===== src/design/dcd_readme_none.sv =====
// Intentionally empty compilation unit
`timescale 1ns/10ps


===== src/design/dcd_pkg.sv =====
// Shared constants and types of the debug command decoder
package dcd_pkg;
	// Command bytes
	localparam logic [7:0] CMD_REV    = 8'h00;
	localparam logic [7:0] CMD_STAT   = 8'h02;
	localparam logic [7:0] CMD_RTC    = 8'h03;
	localparam logic [7:0] CMD_CTLW   = 8'h04;
	localparam logic [7:0] CMD_CTLR   = 8'h05;
	localparam logic [7:0] CMD_PCW    = 8'h06;
	localparam logic [7:0] CMD_PCR    = 8'h07;
	localparam logic [7:0] CMD_REGW   = 8'h08;
	localparam logic [7:0] CMD_RDDM   = 8'h0D;
	localparam logic [7:0] CMD_CRC    = 8'h0E;
	localparam logic [7:0] CMD_RSVD   = 8'h0F;
	localparam logic [7:0] CMD_EXT_LO = 8'h08;
	localparam logic [7:0] CMD_EXT_HI = 8'h12;
	// Control register layout and reset value
	localparam int         CTL_DBG_BIT   = 7;
	localparam int         CTL_BRKEN_BIT = 6;
	localparam int         CTL_RST_BIT   = 0;
	localparam logic [7:0] CTL_WR_MASK   = 8'hE1;
	localparam logic [7:0] CTL_RESET     = 8'h00;
	// Runtime counter and fill values
	localparam logic [15:0] RTC_START = 16'h0000;
	localparam logic [15:0] RTC_MAX   = 16'hFFFF;
	localparam logic [15:0] PC_FILL   = 16'hFFFF;
	// Response FIFO size
	localparam int TX_FIFO_DEPTH = 8;
	// Decoder states
	typedef enum logic [5:0] {
		ST_IDLE = 6'h01,
		ST_CTL  = 6'h02,
		ST_PCH  = 6'h04,
		ST_PCL  = 6'h08,
		ST_RESP = 6'h10,
		ST_EXT  = 6'h20
	} dcd_state_type;
	// Hand-off of a memory, register or step command to the execution side
	typedef struct packed {
		logic       discard;
		logic       reg_limit;
		logic [7:0] cmd;
	} dcd_ext_type;
endpackage


===== src/design/dcd_top.sv =====
// Debug command decoder: command gating, replies, control register, runtime counter
`timescale 1ns/10ps
module dcd_top
	import dcd_pkg::*;
#(
	parameter logic [15:0] DEBUGGER_REVISION = 16'h0100, // Arbitrary value
	parameter int          FIFO_DEPTH        = TX_FIFO_DEPTH
) (
	// Clock and reset
	input  wire logic        sys_clk_in,
	input  wire logic        rst_n_in,
	// Received command and parameter bytes
	input  wire logic        rx_valid_in,
	input  wire logic [7:0]  rx_data_in,
	output logic             rx_ready_out,
	// Reply bytes towards the serial transmitter
	output logic             tx_valid_out,
	output logic [7:0]       tx_data_out,
	input  wire logic        tx_ready_in,
	// Serial error handling
	input  wire logic        serial_err_in,
	output logic             break_req_out,
	output logic             baud_reset_out,
	// Device state
	input  wire logic        read_protect_option_in,
	input  wire logic [7:0]  debugger_status_reg_in,
	input  wire logic        brk_decoded_in,
	input  wire logic        reset_done_in,
	output logic [7:0]       debugger_control_reg_out,
	output logic [15:0]      runtime_count_out,
	// Processor program counter
	input  wire logic [15:0] pc_in,
	output logic             pc_wr_out,
	output logic [15:0]      pc_data_out,
	// Execution-side commands
	output logic             ext_start_out,
	output dcd_ext_type      ext_info_out,
	output logic             ext_byte_valid_out,
	output logic [7:0]       ext_byte_out,
	input  wire logic        ext_done_in
);
	// Reset synchroniser
	logic          rst_s1_r;
	logic          rst_s2_r;
	logic          rst_n;
	// Decoder state
	dcd_state_type state_r;
	dcd_state_type state_nxt;
	logic [7:0]    ctl_r;
	logic [15:0]   rtc_r;
	logic          dbg_d_r;
	logic          dbg_s_r;
	logic          prot_s_r;
	logic [7:0]    pc_hi_r;
	logic [15:0]   resp_r;
	logic          resp_two_r;
	// Decode helpers
	logic          rx_fire;
	logic          dbg_now;
	logic          norm_ok;
	logic          is_ext;
	logic          ext_bar;
	logic          resp_ld;
	logic [15:0]   resp_val;
	logic          resp_two;
	// FIFO wiring
	logic          fifo_in_ready;
	logic          fifo_push;
	logic          fifo_out_valid;
	logic          fifo_out_ready;
	logic [7:0]    fifo_out_data;
	logic          tx_valid_r;
	logic [7:0]    tx_data_r;
	logic          rx_ready_r;

	// Release reset through two flip-flops
	always_ff @(posedge sys_clk_in or negedge rst_n_in) begin
		if (!rst_n_in) begin
			rst_s1_r <= 1'b0;
			rst_s2_r <= 1'b0;
		end else begin
			rst_s1_r <= 1'b1;
			rst_s2_r <= rst_s1_r;
		end
	end
	assign rst_n = rst_s2_r;

	// Byte handshake and live gating terms
	assign rx_fire   = rx_valid_in && rx_ready_r;
	assign dbg_now   = ctl_r[CTL_DBG_BIT];
	assign fifo_push = (state_r == ST_RESP) && fifo_in_ready;
	assign norm_ok   = (rx_data_in == CMD_REV) || (rx_data_in == CMD_STAT) ||
	                   (rx_data_in == CMD_CTLW) || (rx_data_in == CMD_CTLR);
	assign is_ext    = (rx_data_in >= CMD_EXT_LO) && (rx_data_in <= CMD_EXT_HI) &&
	                   (rx_data_in != CMD_RSVD);
	// Barred when outside debug, or protected and not among the unprotected ones
	assign ext_bar   = !dbg_now || (read_protect_option_in && (rx_data_in != CMD_REGW) &&
	                   (rx_data_in != CMD_RDDM) && (rx_data_in != CMD_CRC));

	// Next state and reply selection
	always_comb begin
		state_nxt = state_r;
		resp_ld   = 1'b0;
		resp_val  = 16'h0000;
		resp_two  = 1'b0;
		unique case (state_r)
			ST_IDLE: begin
				if (rx_fire) begin
					if (dbg_now || norm_ok) begin
						unique case (rx_data_in)
							CMD_REV: begin
								resp_ld  = 1'b1;
								resp_val = DEBUGGER_REVISION;
								resp_two = 1'b1;
							end
							CMD_STAT: begin
								resp_ld  = 1'b1;
								resp_val = {debugger_status_reg_in, 8'h00};
							end
							CMD_RTC: begin
								resp_ld  = 1'b1;
								resp_val = rtc_r;
								resp_two = 1'b1;
							end
							CMD_CTLR: begin
								resp_ld  = 1'b1;
								resp_val = {ctl_r, 8'h00};
							end
							CMD_CTLW: state_nxt = ST_CTL;
							CMD_PCW:  state_nxt = ST_PCH;
							CMD_PCR: begin
								resp_ld  = 1'b1;
								resp_val = read_protect_option_in ? PC_FILL : pc_in;
								resp_two = 1'b1;
							end
							default: state_nxt = is_ext ? ST_EXT : ST_IDLE;
						endcase
					end else if (rx_data_in == CMD_PCW) begin
						state_nxt = ST_PCH;
					end else if (rx_data_in == CMD_PCR) begin
						resp_ld  = 1'b1;
						resp_val = PC_FILL;
						resp_two = 1'b1;
					end else if (is_ext) begin
						state_nxt = ST_EXT;
					end
					if (resp_ld) begin
						state_nxt = ST_RESP;
					end
				end
			end
			ST_CTL: begin
				if (rx_fire) begin
					state_nxt = ST_IDLE;
				end
			end
			ST_PCH: begin
				if (rx_fire) begin
					state_nxt = ST_PCL;
				end
			end
			ST_PCL: begin
				if (rx_fire) begin
					state_nxt = ST_IDLE;
				end
			end
			ST_RESP: begin
				if (fifo_push && !resp_two_r) begin
					state_nxt = ST_IDLE;
				end
			end
			ST_EXT: begin
				if (ext_done_in) begin
					state_nxt = ST_IDLE;
				end
			end
			default: state_nxt = ST_IDLE;
		endcase
		if (serial_err_in) begin
			state_nxt = ST_IDLE;
		end
	end

	// State register and byte acceptance
	always_ff @(posedge sys_clk_in or negedge rst_n) begin
		if (!rst_n) begin
			state_r    <= ST_IDLE;
			rx_ready_r <= 1'b0;
		end else begin
			state_r    <= state_nxt;
			rx_ready_r <= (state_nxt != ST_RESP);
		end
	end

	// Gating conditions caught at the command byte
	always_ff @(posedge sys_clk_in or negedge rst_n) begin
		if (!rst_n) begin
			dbg_s_r  <= 1'b0;
			prot_s_r <= 1'b0;
		end else if ((state_r == ST_IDLE) && rx_fire) begin
			dbg_s_r  <= dbg_now;
			prot_s_r <= read_protect_option_in;
		end
	end

	// Reply shift register, high byte first
	always_ff @(posedge sys_clk_in or negedge rst_n) begin
		if (!rst_n) begin
			resp_r     <= 16'h0000;
			resp_two_r <= 1'b0;
		end else if (resp_ld && !serial_err_in) begin
			resp_r     <= resp_val;
			resp_two_r <= resp_two;
		end else if (fifo_push) begin
			resp_r     <= {resp_r[7:0], 8'h00};
			resp_two_r <= 1'b0;
		end
	end

	// Debugger control register
	always_ff @(posedge sys_clk_in or negedge rst_n) begin
		if (!rst_n) begin
			ctl_r <= CTL_RESET;
		end else begin
			if ((state_r == ST_CTL) && rx_fire && !serial_err_in) begin
				ctl_r <= rx_data_in & CTL_WR_MASK;
				if (prot_s_r && ctl_r[CTL_DBG_BIT]) begin
					ctl_r[CTL_DBG_BIT] <= 1'b1;
				end
			end else if (reset_done_in) begin
				ctl_r[CTL_RST_BIT] <= 1'b0;
			end
			// A breakpoint wins over a clearing write
			if (brk_decoded_in && ctl_r[CTL_BRKEN_BIT]) begin
				ctl_r[CTL_DBG_BIT] <= 1'b1;
			end
		end
	end

	// Runtime counter
	always_ff @(posedge sys_clk_in or negedge rst_n) begin
		if (!rst_n) begin
			rtc_r   <= RTC_START;
			dbg_d_r <= 1'b0;
		end else begin
			dbg_d_r <= dbg_now;
			if ((state_r == ST_IDLE) && (state_nxt == ST_EXT) && !ext_bar) begin
				rtc_r <= RTC_START;
			end else if (dbg_d_r && !dbg_now) begin
				rtc_r <= RTC_START;
			end else if (!dbg_now && (rtc_r != RTC_MAX)) begin
				rtc_r <= rtc_r + 16'h0001;
			end
		end
	end

	// Program counter load
	always_ff @(posedge sys_clk_in or negedge rst_n) begin
		if (!rst_n) begin
			pc_hi_r     <= 8'h00;
			pc_wr_out   <= 1'b0;
			pc_data_out <= 16'h0000;
		end else begin
			pc_wr_out <= 1'b0;
			if ((state_r == ST_PCH) && rx_fire) begin
				pc_hi_r <= rx_data_in;
			end
			if ((state_r == ST_PCL) && rx_fire && !serial_err_in &&
			    dbg_s_r && !prot_s_r) begin
				pc_wr_out   <= 1'b1;
				pc_data_out <= {pc_hi_r, rx_data_in};
			end
		end
	end

	// Hand-off of execution-side commands and their bytes
	always_ff @(posedge sys_clk_in or negedge rst_n) begin
		if (!rst_n) begin
			ext_start_out      <= 1'b0;
			ext_info_out       <= '0;
			ext_byte_valid_out <= 1'b0;
			ext_byte_out       <= 8'h00;
		end else begin
			ext_start_out      <= 1'b0;
			ext_byte_valid_out <= 1'b0;
			if ((state_r == ST_IDLE) && (state_nxt == ST_EXT)) begin
				ext_start_out          <= 1'b1;
				ext_info_out.cmd       <= rx_data_in;
				ext_info_out.discard   <= ext_bar;
				ext_info_out.reg_limit <= read_protect_option_in &&
				                          (rx_data_in == CMD_REGW);
			end
			if ((state_r == ST_EXT) && rx_fire && !serial_err_in) begin
				ext_byte_valid_out <= 1'b1;
				ext_byte_out       <= rx_data_in;
			end
		end
	end

	// Error reaction towards the serial layer
	always_ff @(posedge sys_clk_in or negedge rst_n) begin
		if (!rst_n) begin
			break_req_out  <= 1'b0;
			baud_reset_out <= 1'b0;
		end else begin
			break_req_out  <= serial_err_in;
			baud_reset_out <= serial_err_in;
		end
	end

	// Reply FIFO, flushed on a serial error
	dcd_fifo #(
		.WIDTH (8),
		.DEPTH (FIFO_DEPTH)
	) u_fifo (
		.clk_in        (sys_clk_in),
		.rst_n_in      (rst_n),
		.flush_in      (serial_err_in),
		.in_valid_in   (fifo_push),
		.in_ready_out  (fifo_in_ready),
		.in_data_in    (resp_r[15:8]),
		.out_valid_out (fifo_out_valid),
		.out_ready_in  (fifo_out_ready),
		.out_data_out  (fifo_out_data)
	);

	// Output stage; the serializer frames each byte LSB first
	assign fifo_out_ready = !tx_valid_r || tx_ready_in;
	always_ff @(posedge sys_clk_in or negedge rst_n) begin
		if (!rst_n) begin
			tx_valid_r <= 1'b0;
			tx_data_r  <= 8'h00;
		end else if (serial_err_in) begin
			tx_valid_r <= 1'b0;
		end else if (fifo_out_ready) begin
			tx_valid_r <= fifo_out_valid;
			tx_data_r  <= fifo_out_data;
		end
	end

	// Ports driven from flip-flops
	assign tx_valid_out             = tx_valid_r;
	assign tx_data_out              = tx_data_r;
	assign rx_ready_out             = rx_ready_r;
	assign debugger_control_reg_out = ctl_r;
	assign runtime_count_out        = rtc_r;
endmodule


===== src/design/dcd_fifo.sv =====
// Response byte FIFO with valid and ready on both sides
`timescale 1ns/10ps
module dcd_fifo #(
	parameter int WIDTH = 8,
	parameter int DEPTH = 8
) (
	// Clock and reset
	input  wire logic             clk_in,
	input  wire logic             rst_n_in,
	input  wire logic             flush_in,
	// Fill side
	input  wire logic             in_valid_in,
	output logic                  in_ready_out,
	input  wire logic [WIDTH-1:0] in_data_in,
	// Drain side
	output logic                  out_valid_out,
	input  wire logic             out_ready_in,
	output logic [WIDTH-1:0]      out_data_out
);
	localparam int AW = (DEPTH > 1) ? $clog2(DEPTH) : 1;
	logic [WIDTH-1:0] mem_r [DEPTH];
	logic [AW-1:0]    wr_r;
	logic [AW-1:0]    rd_r;
	logic [AW:0]      cnt_r;
	logic             push;
	logic             pop;

	// Honest full and empty from the fill count
	assign in_ready_out  = (cnt_r != (AW+1)'(DEPTH));
	assign out_valid_out = (cnt_r != '0);
	assign out_data_out  = mem_r[rd_r];
	assign push          = in_valid_in && in_ready_out;
	assign pop           = out_valid_out && out_ready_in;

	// Storage
	always_ff @(posedge clk_in) begin
		if (push) begin
			mem_r[wr_r] <= in_data_in;
		end
	end

	// Pointers and count
	always_ff @(posedge clk_in or negedge rst_n_in) begin
		if (!rst_n_in) begin
			wr_r  <= '0;
			rd_r  <= '0;
			cnt_r <= '0;
		end else if (flush_in) begin
			wr_r  <= '0;
			rd_r  <= '0;
			cnt_r <= '0;
		end else begin
			if (push) begin
				wr_r <= (wr_r == AW'(DEPTH-1)) ? '0 : wr_r + 1'b1;
			end
			if (pop) begin
				rd_r <= (rd_r == AW'(DEPTH-1)) ? '0 : rd_r + 1'b1;
			end
			cnt_r <= cnt_r + (AW+1)'(push) - (AW+1)'(pop);
		end
	end
endmodule


===== config.mk =====
export PLATFORM = sky130hd
export DESIGN_NAME = dcd_top
export DESIGN_NICKNAME = d
export VERILOG_FILES = /design/src/design/dcd_readme_none.sv /design/src/design/dcd_pkg.sv /design/src/design/dcd_top.sv /design/src/design/dcd_fifo.sv
export SDC_FILE = /design/constraint.sdc
export NUM_CORES = 1
export LEC_CHECK = 0
export ABC_AREA = 1
export BUFFER_PORTS_ARGS = -buffer_cell sky130_fd_sc_hd__buf_2
export CORE_MARGIN = 5
export CORE_UTILIZATION = 25
export CTS_BUF_LIST = sky130_fd_sc_hd__clkbuf_16
export CTS_CLUSTER_DIAMETER = 150
export DETAILED_ROUTE_END_ITERATION = 7
export GPL_ROUTABILITY_DRIVEN = 0
export HOLD_SLACK_MARGIN = 0.08
export PLACE_DENSITY_LB_ADDON = 0.05
export SLEW_MARGIN = 20
export SYNTH_ARGS = -nofsm -noshare
export SYNTH_HDL_FRONTEND = slang
export SYNTH_SLANG_ARGS = --single-unit
export TNS_END_PERCENT = 10

===== constraint.sdc =====
create_clock -name sys_clk_in -period 4.4 [get_ports sys_clk_in]
set_clock_uncertainty 0.05 [all_clocks]
set_input_delay 0 -clock sys_clk_in [delete_from_list [all_inputs] [get_ports sys_clk_in]]
set_output_delay 0 -clock sys_clk_in [all_outputs]
set_load 0.03 [all_outputs]

==> flow_results.org <==
** Cells and area
- Finished Cell Area :: 0.0101 mm²
- The top cell types in the final layout, fill and taps aside, are sky130_fd_sc_hd__nand2_1, sky130_fd_sc_hd__dfrtp_1, sky130_fd_sc_hd__buf_2.
- Leaving out fill and tap cells, the most frequent cell in the layout is sky130_fd_sc_hd__nand2_1.
- From synthesis to final layout, the design area changed by 23.4%.
- In the final layout, the share of cells above drive strength 1 is 19.8%.
- Number of nets in the finished design :: 1028

** Setup path
- Crit-path max FO :: 12
- Critical path required time :: 4.41 ns
- STA classifies the critical path endpoint as a flip-flop.
- The worst setup path is of the flip-flop to flip-flop kind.
- Data arrival, critical path :: 2.90 ns
- Crit start category :: flip-flop

** Synthesis
- Leading cell types by total area after synthesis :: sky130_fd_sc_hd__dfrtp_1, sky130_fd_sc_hd__edfxtp_1, sky130_fd_sc_hd__nand2_1, sky130_fd_sc_hd__o21ai_0, sky130_fd_sc_hd__nor2_1
- Count of yosys warnings during synthesis :: 0
- Syn_area_per_cell :: 9.86 µm²
- Summed over all instances, the cell type with the most area after synthesis is sky130_fd_sc_hd__dfrtp_1.
- Count of flip-flops with a built-in enable after synthesis :: 64
- Sequential share of the synthesized area :: 58.1%
- In the synthesized netlist the dominant register cell turns out to be sky130_fd_sc_hd__dfrtp_1.
- Total standard cell area after synthesis :: 0.00822 mm²
- Post-synthesis register bit count :: 178
- The number of different library cells used by synthesis comes to 53.
- Async S/R FF share, synth :: 64.0%
- The cell count after synthesis came out at 833.
- Of the post-synthesis cell area, the dominant cell type holds 34.4%.

** Clocking
- Clock tree synthesis found a total of 178 sinks.
- Clock input transition at the sequential cells of the worst setup and hold paths :: 0.07 ns
- The later pin in the worst-skew pair is clocked with a latency of 0.43 ns.
- TritonCTS clock tree :: done
- In this run the post-CTS setup repair buffer count came out at 0.
- Master cell of the clock root buffer :: sky130_fd_sc_hd__clkbuf_16
- Max Root-Sink Buffers :: 2
- Once the clock tree was built, the resizer swapped 0 gates to a different size.
- Number of clock buffers inserted by TritonCTS :: 17
- The H-tree generated during clock tree synthesis spans 4 levels.
- For this design, the CTS-stage hold fixing added 37 buffers.

** Power and ir drop
- Power density cells :: 456 mW/mm²
- In this run the static leakage power is 0.00447 µW.
- Worst supply voltage drop on vdd :: 282 µV

** Floorplanning
- Initial standard-cell utilization of the core :: 25.3%
- Pin placement for this block handled 114 I/O pins.
- Rows :: 66
- Measured along the y axis, the die boundary spans 191 µm.
- Overall die area :: 0.0366 mm²
- The floorplan step set the die width to 191 µm.
- Placeable Area :: 0.0325 mm²

** GRT
- Maximum number of pins on one net before global-route repair :: 43
- Number of global-route vias before repair :: 6558
- Across every metal layer, demand over resource in global routing totals 14.0%.
- Overflow left after global routing :: 0
- The first global-routing pass estimated 39.6 mm of wire.
- The number of antenna violations at the first check in global routing came to 0.

** Timing
- Measured against its own limit, the worst slew margin works out to 44.5%.
- Slew @ Worst Pin :: 0.829 ns
- Final period utilization :: 65.6%
- The max-slew violation count came to 0.
- Derived from the worst setup path, the maximum achievable clock frequency is 0.346 GHz.
- Setup Viol. Count Final :: 0
- Number of hold violations in the final report :: 0
- Crit path time final :: 2.89 ns
- Setup repair after global routing left no endpoint under its margin.
- Final TNS setup :: 0 ns

** Placed design
- Number of I/O port buffers :: 109
- The wire-length estimate of the detail-placed layout is 17.9 mm.
- Total placed instance area :: 0.00921 mm²

** Route
- Total routed wire length on the met1 layer :: 12.6 mm
- After detailed routing, the average wire length per cell comes to 17.4 µm.
- Top routing layer in use :: met4
- The first detailed-routing pass ran for 4 iterations.
- Total vias in the final route :: 6229
- Via-per-instance ratio :: 4.35
- In the detailed route, the total length drawn on met3 is 775 µm.
- After detailed routing, the total wire length is 24.9 mm.
- Drc violations :: 0
- Antenna Violating Nets Remaining :: 0
- Number of DRC markers in iteration 0 :: 272
- Wire segments on met2 add up to 11.2 mm in the final route.

** Outcome
- Run status :: finished, final reports clean

** Job
- Max-cap violations in this run came to 0.

** Min path
- In this run the worst hold path is classified as input pin to flip-flop.
[power breakdown]
group          total (µW)  switching, µW  internal (µW)
sequential           1990            149           1840
combinational        1150            778            371
clock                1490            704            785
total                4630           1630           3000
[critical path, cell delays in order, from the launching register on]
cell                       delay [ns]
sky130_fd_sc_hd__dfrtp_1         0.42
sky130_fd_sc_hd__nor2_2          0.14
sky130_fd_sc_hd__inv_1           0.09
sky130_fd_sc_hd__nor2_1          0.11
sky130_fd_sc_hd__inv_1           0.07
sky130_fd_sc_hd__nor2_1          0.12
sky130_fd_sc_hd__nand2_1         0.32
sky130_fd_sc_hd__clkinv_1        0.35
sky130_fd_sc_hd__nand2_1         0.18
sky130_fd_sc_hd__nor2_1          0.67
[cells in the mapped netlist (2+ instances only)]
cell and number:
sky130_fd_sc_hd__buf_2 2, sky130_fd_sc_hd__nand2_4 3, sky130_fd_sc_hd__nand3_1 24, sky130_fd_sc_hd__o211ai_1 11
sky130_fd_sc_hd__nand2_2 3, sky130_fd_sc_hd__dfrtp_1 113, sky130_fd_sc_hd__o221ai_1 9, sky130_fd_sc_hd__xor2_1 12
sky130_fd_sc_hd__a211oi_1 8, sky130_fd_sc_hd__nor2_2 3, sky130_fd_sc_hd__o31ai_1 2, sky130_fd_sc_hd__nor4_1 2
sky130_fd_sc_hd__nand3_4 2, sky130_fd_sc_hd__nand3_2 2, sky130_fd_sc_hd__nor3b_1 3, sky130_fd_sc_hd__inv_2 9
sky130_fd_sc_hd__nand4_1 11, sky130_fd_sc_hd__a221oi_2 2, sky130_fd_sc_hd__clkbuf_1 22, sky130_fd_sc_hd__o21ai_1 14
sky130_fd_sc_hd__o22ai_1 17, sky130_fd_sc_hd__buf_6 2, sky130_fd_sc_hd__a31oi_1 2, sky130_fd_sc_hd__nor2_4 19
sky130_fd_sc_hd__nand2_1 146, sky130_fd_sc_hd__nor3_1 13, sky130_fd_sc_hd__buf_4 5, sky130_fd_sc_hd__edfxtp_1 64
sky130_fd_sc_hd__xnor2_1 3, sky130_fd_sc_hd__ha_1 11, sky130_fd_sc_hd__a21oi_1 14, sky130_fd_sc_hd__o21ai_0 89
sky130_fd_sc_hd__inv_1 63, sky130_fd_sc_hd__clkinv_1 2, sky130_fd_sc_hd__nor2_1 106, sky130_fd_sc_hd__nor4_4 2
sky130_fd_sc_hd__conb_1 2
[cell type report]
type / count / area [µm²]
diodes: 1 / 2.50
clock buffers: 17 / 425
clock inverters: 15 / 133
fillers: 3443 / 22300
inverters: 75 / 284
multi-input cells: 550 / 3000
flip-flops and latches: 178 / 4780
well taps: 442 / 553
repair buffers: 153 / 968
[stage by stage]
step                      worst slack [ns]  hold WS [ns]  util, %  cells  total power [µW]
after floorplan                      0.941        -0.346        -    836              2780
after detailed placement              1.30        -0.259     28.4   1361              3180
after global placement                1.36        -0.263     28.4   1361              3190
after CTS                             1.29        0.0894     31.2   1430              4720
after global routing                  1.25         0.136     31.2   1430              4930
final                                 1.51         0.107     31.3   1431              4630
[metal layers]
layer  vias up  track usage, %
met5         -               0
met4         0            3.56
li1       3114               -
met2       120            21.6
met1      2985            20.4
met3        10            2.50
[cells by family (layout without fill, tap and decap cells)]
group	after synthesis	after routing	synth area share, %
xor+xnor	15	15	1.60
buf+inv	108	260	5.60
other cells	2	6	0.0914
simple gates	342	342	20.0
compound gates	175	175	12.5
flops	178	178	58.1
mux	1	1	0.122
fa+ha+maj	12	12	1.92
[state kept, by name, summed over array words and instances, names as in the netlist, 3 cells and up]
| signal | count |
|---|---|
| u_fifo.wr_r | 3 |
| tx_data_out | 8 |
| pc_hi_r | 8 |
| ext_info_out | 10 |
| u_fifo.cnt_r | 4 |
| pc_data_out | 16 |
| u_fifo.mem_r | 64 |
| resp_r | 16 |
| debugger_control_reg_out | 4 |
| state_r | 6 |
| u_fifo.rd_r | 3 |
| runtime_count_out | 16 |
| ext_byte_out | 8 |
[final timing paths]
path | from | endpoint | slack, ns | cells after the start
max | state_r[3]$_DFF_PN0_ | u_fifo.mem_r[6][5]$_DFFE_PP_ | 1.51 | 9
min | debugger_status_reg_in[5] | resp_r[13]$_DFFE_PN0P_ | 0.11 | 6
max reg2reg | state_r[3]$_DFF_PN0_ | u_fifo.mem_r[6][5]$_DFFE_PP_ | 1.51 | 9
min reg2reg | rst_n$_DFF_PN0_ | ext_info_out[5]$_DFFE_PN0P_ | 0.28 | 0
max in group asynchronous | rst_n$_DFF_PN0_ | resp_r[0]$_DFFE_PN0P_ | 3.09 | 1
min in group asynchronous | rst_n$_DFF_PN0_ | ext_info_out[5]$_DFFE_PN0P_ | 0.28 | 0
Power figures use the tool's default switching activity.
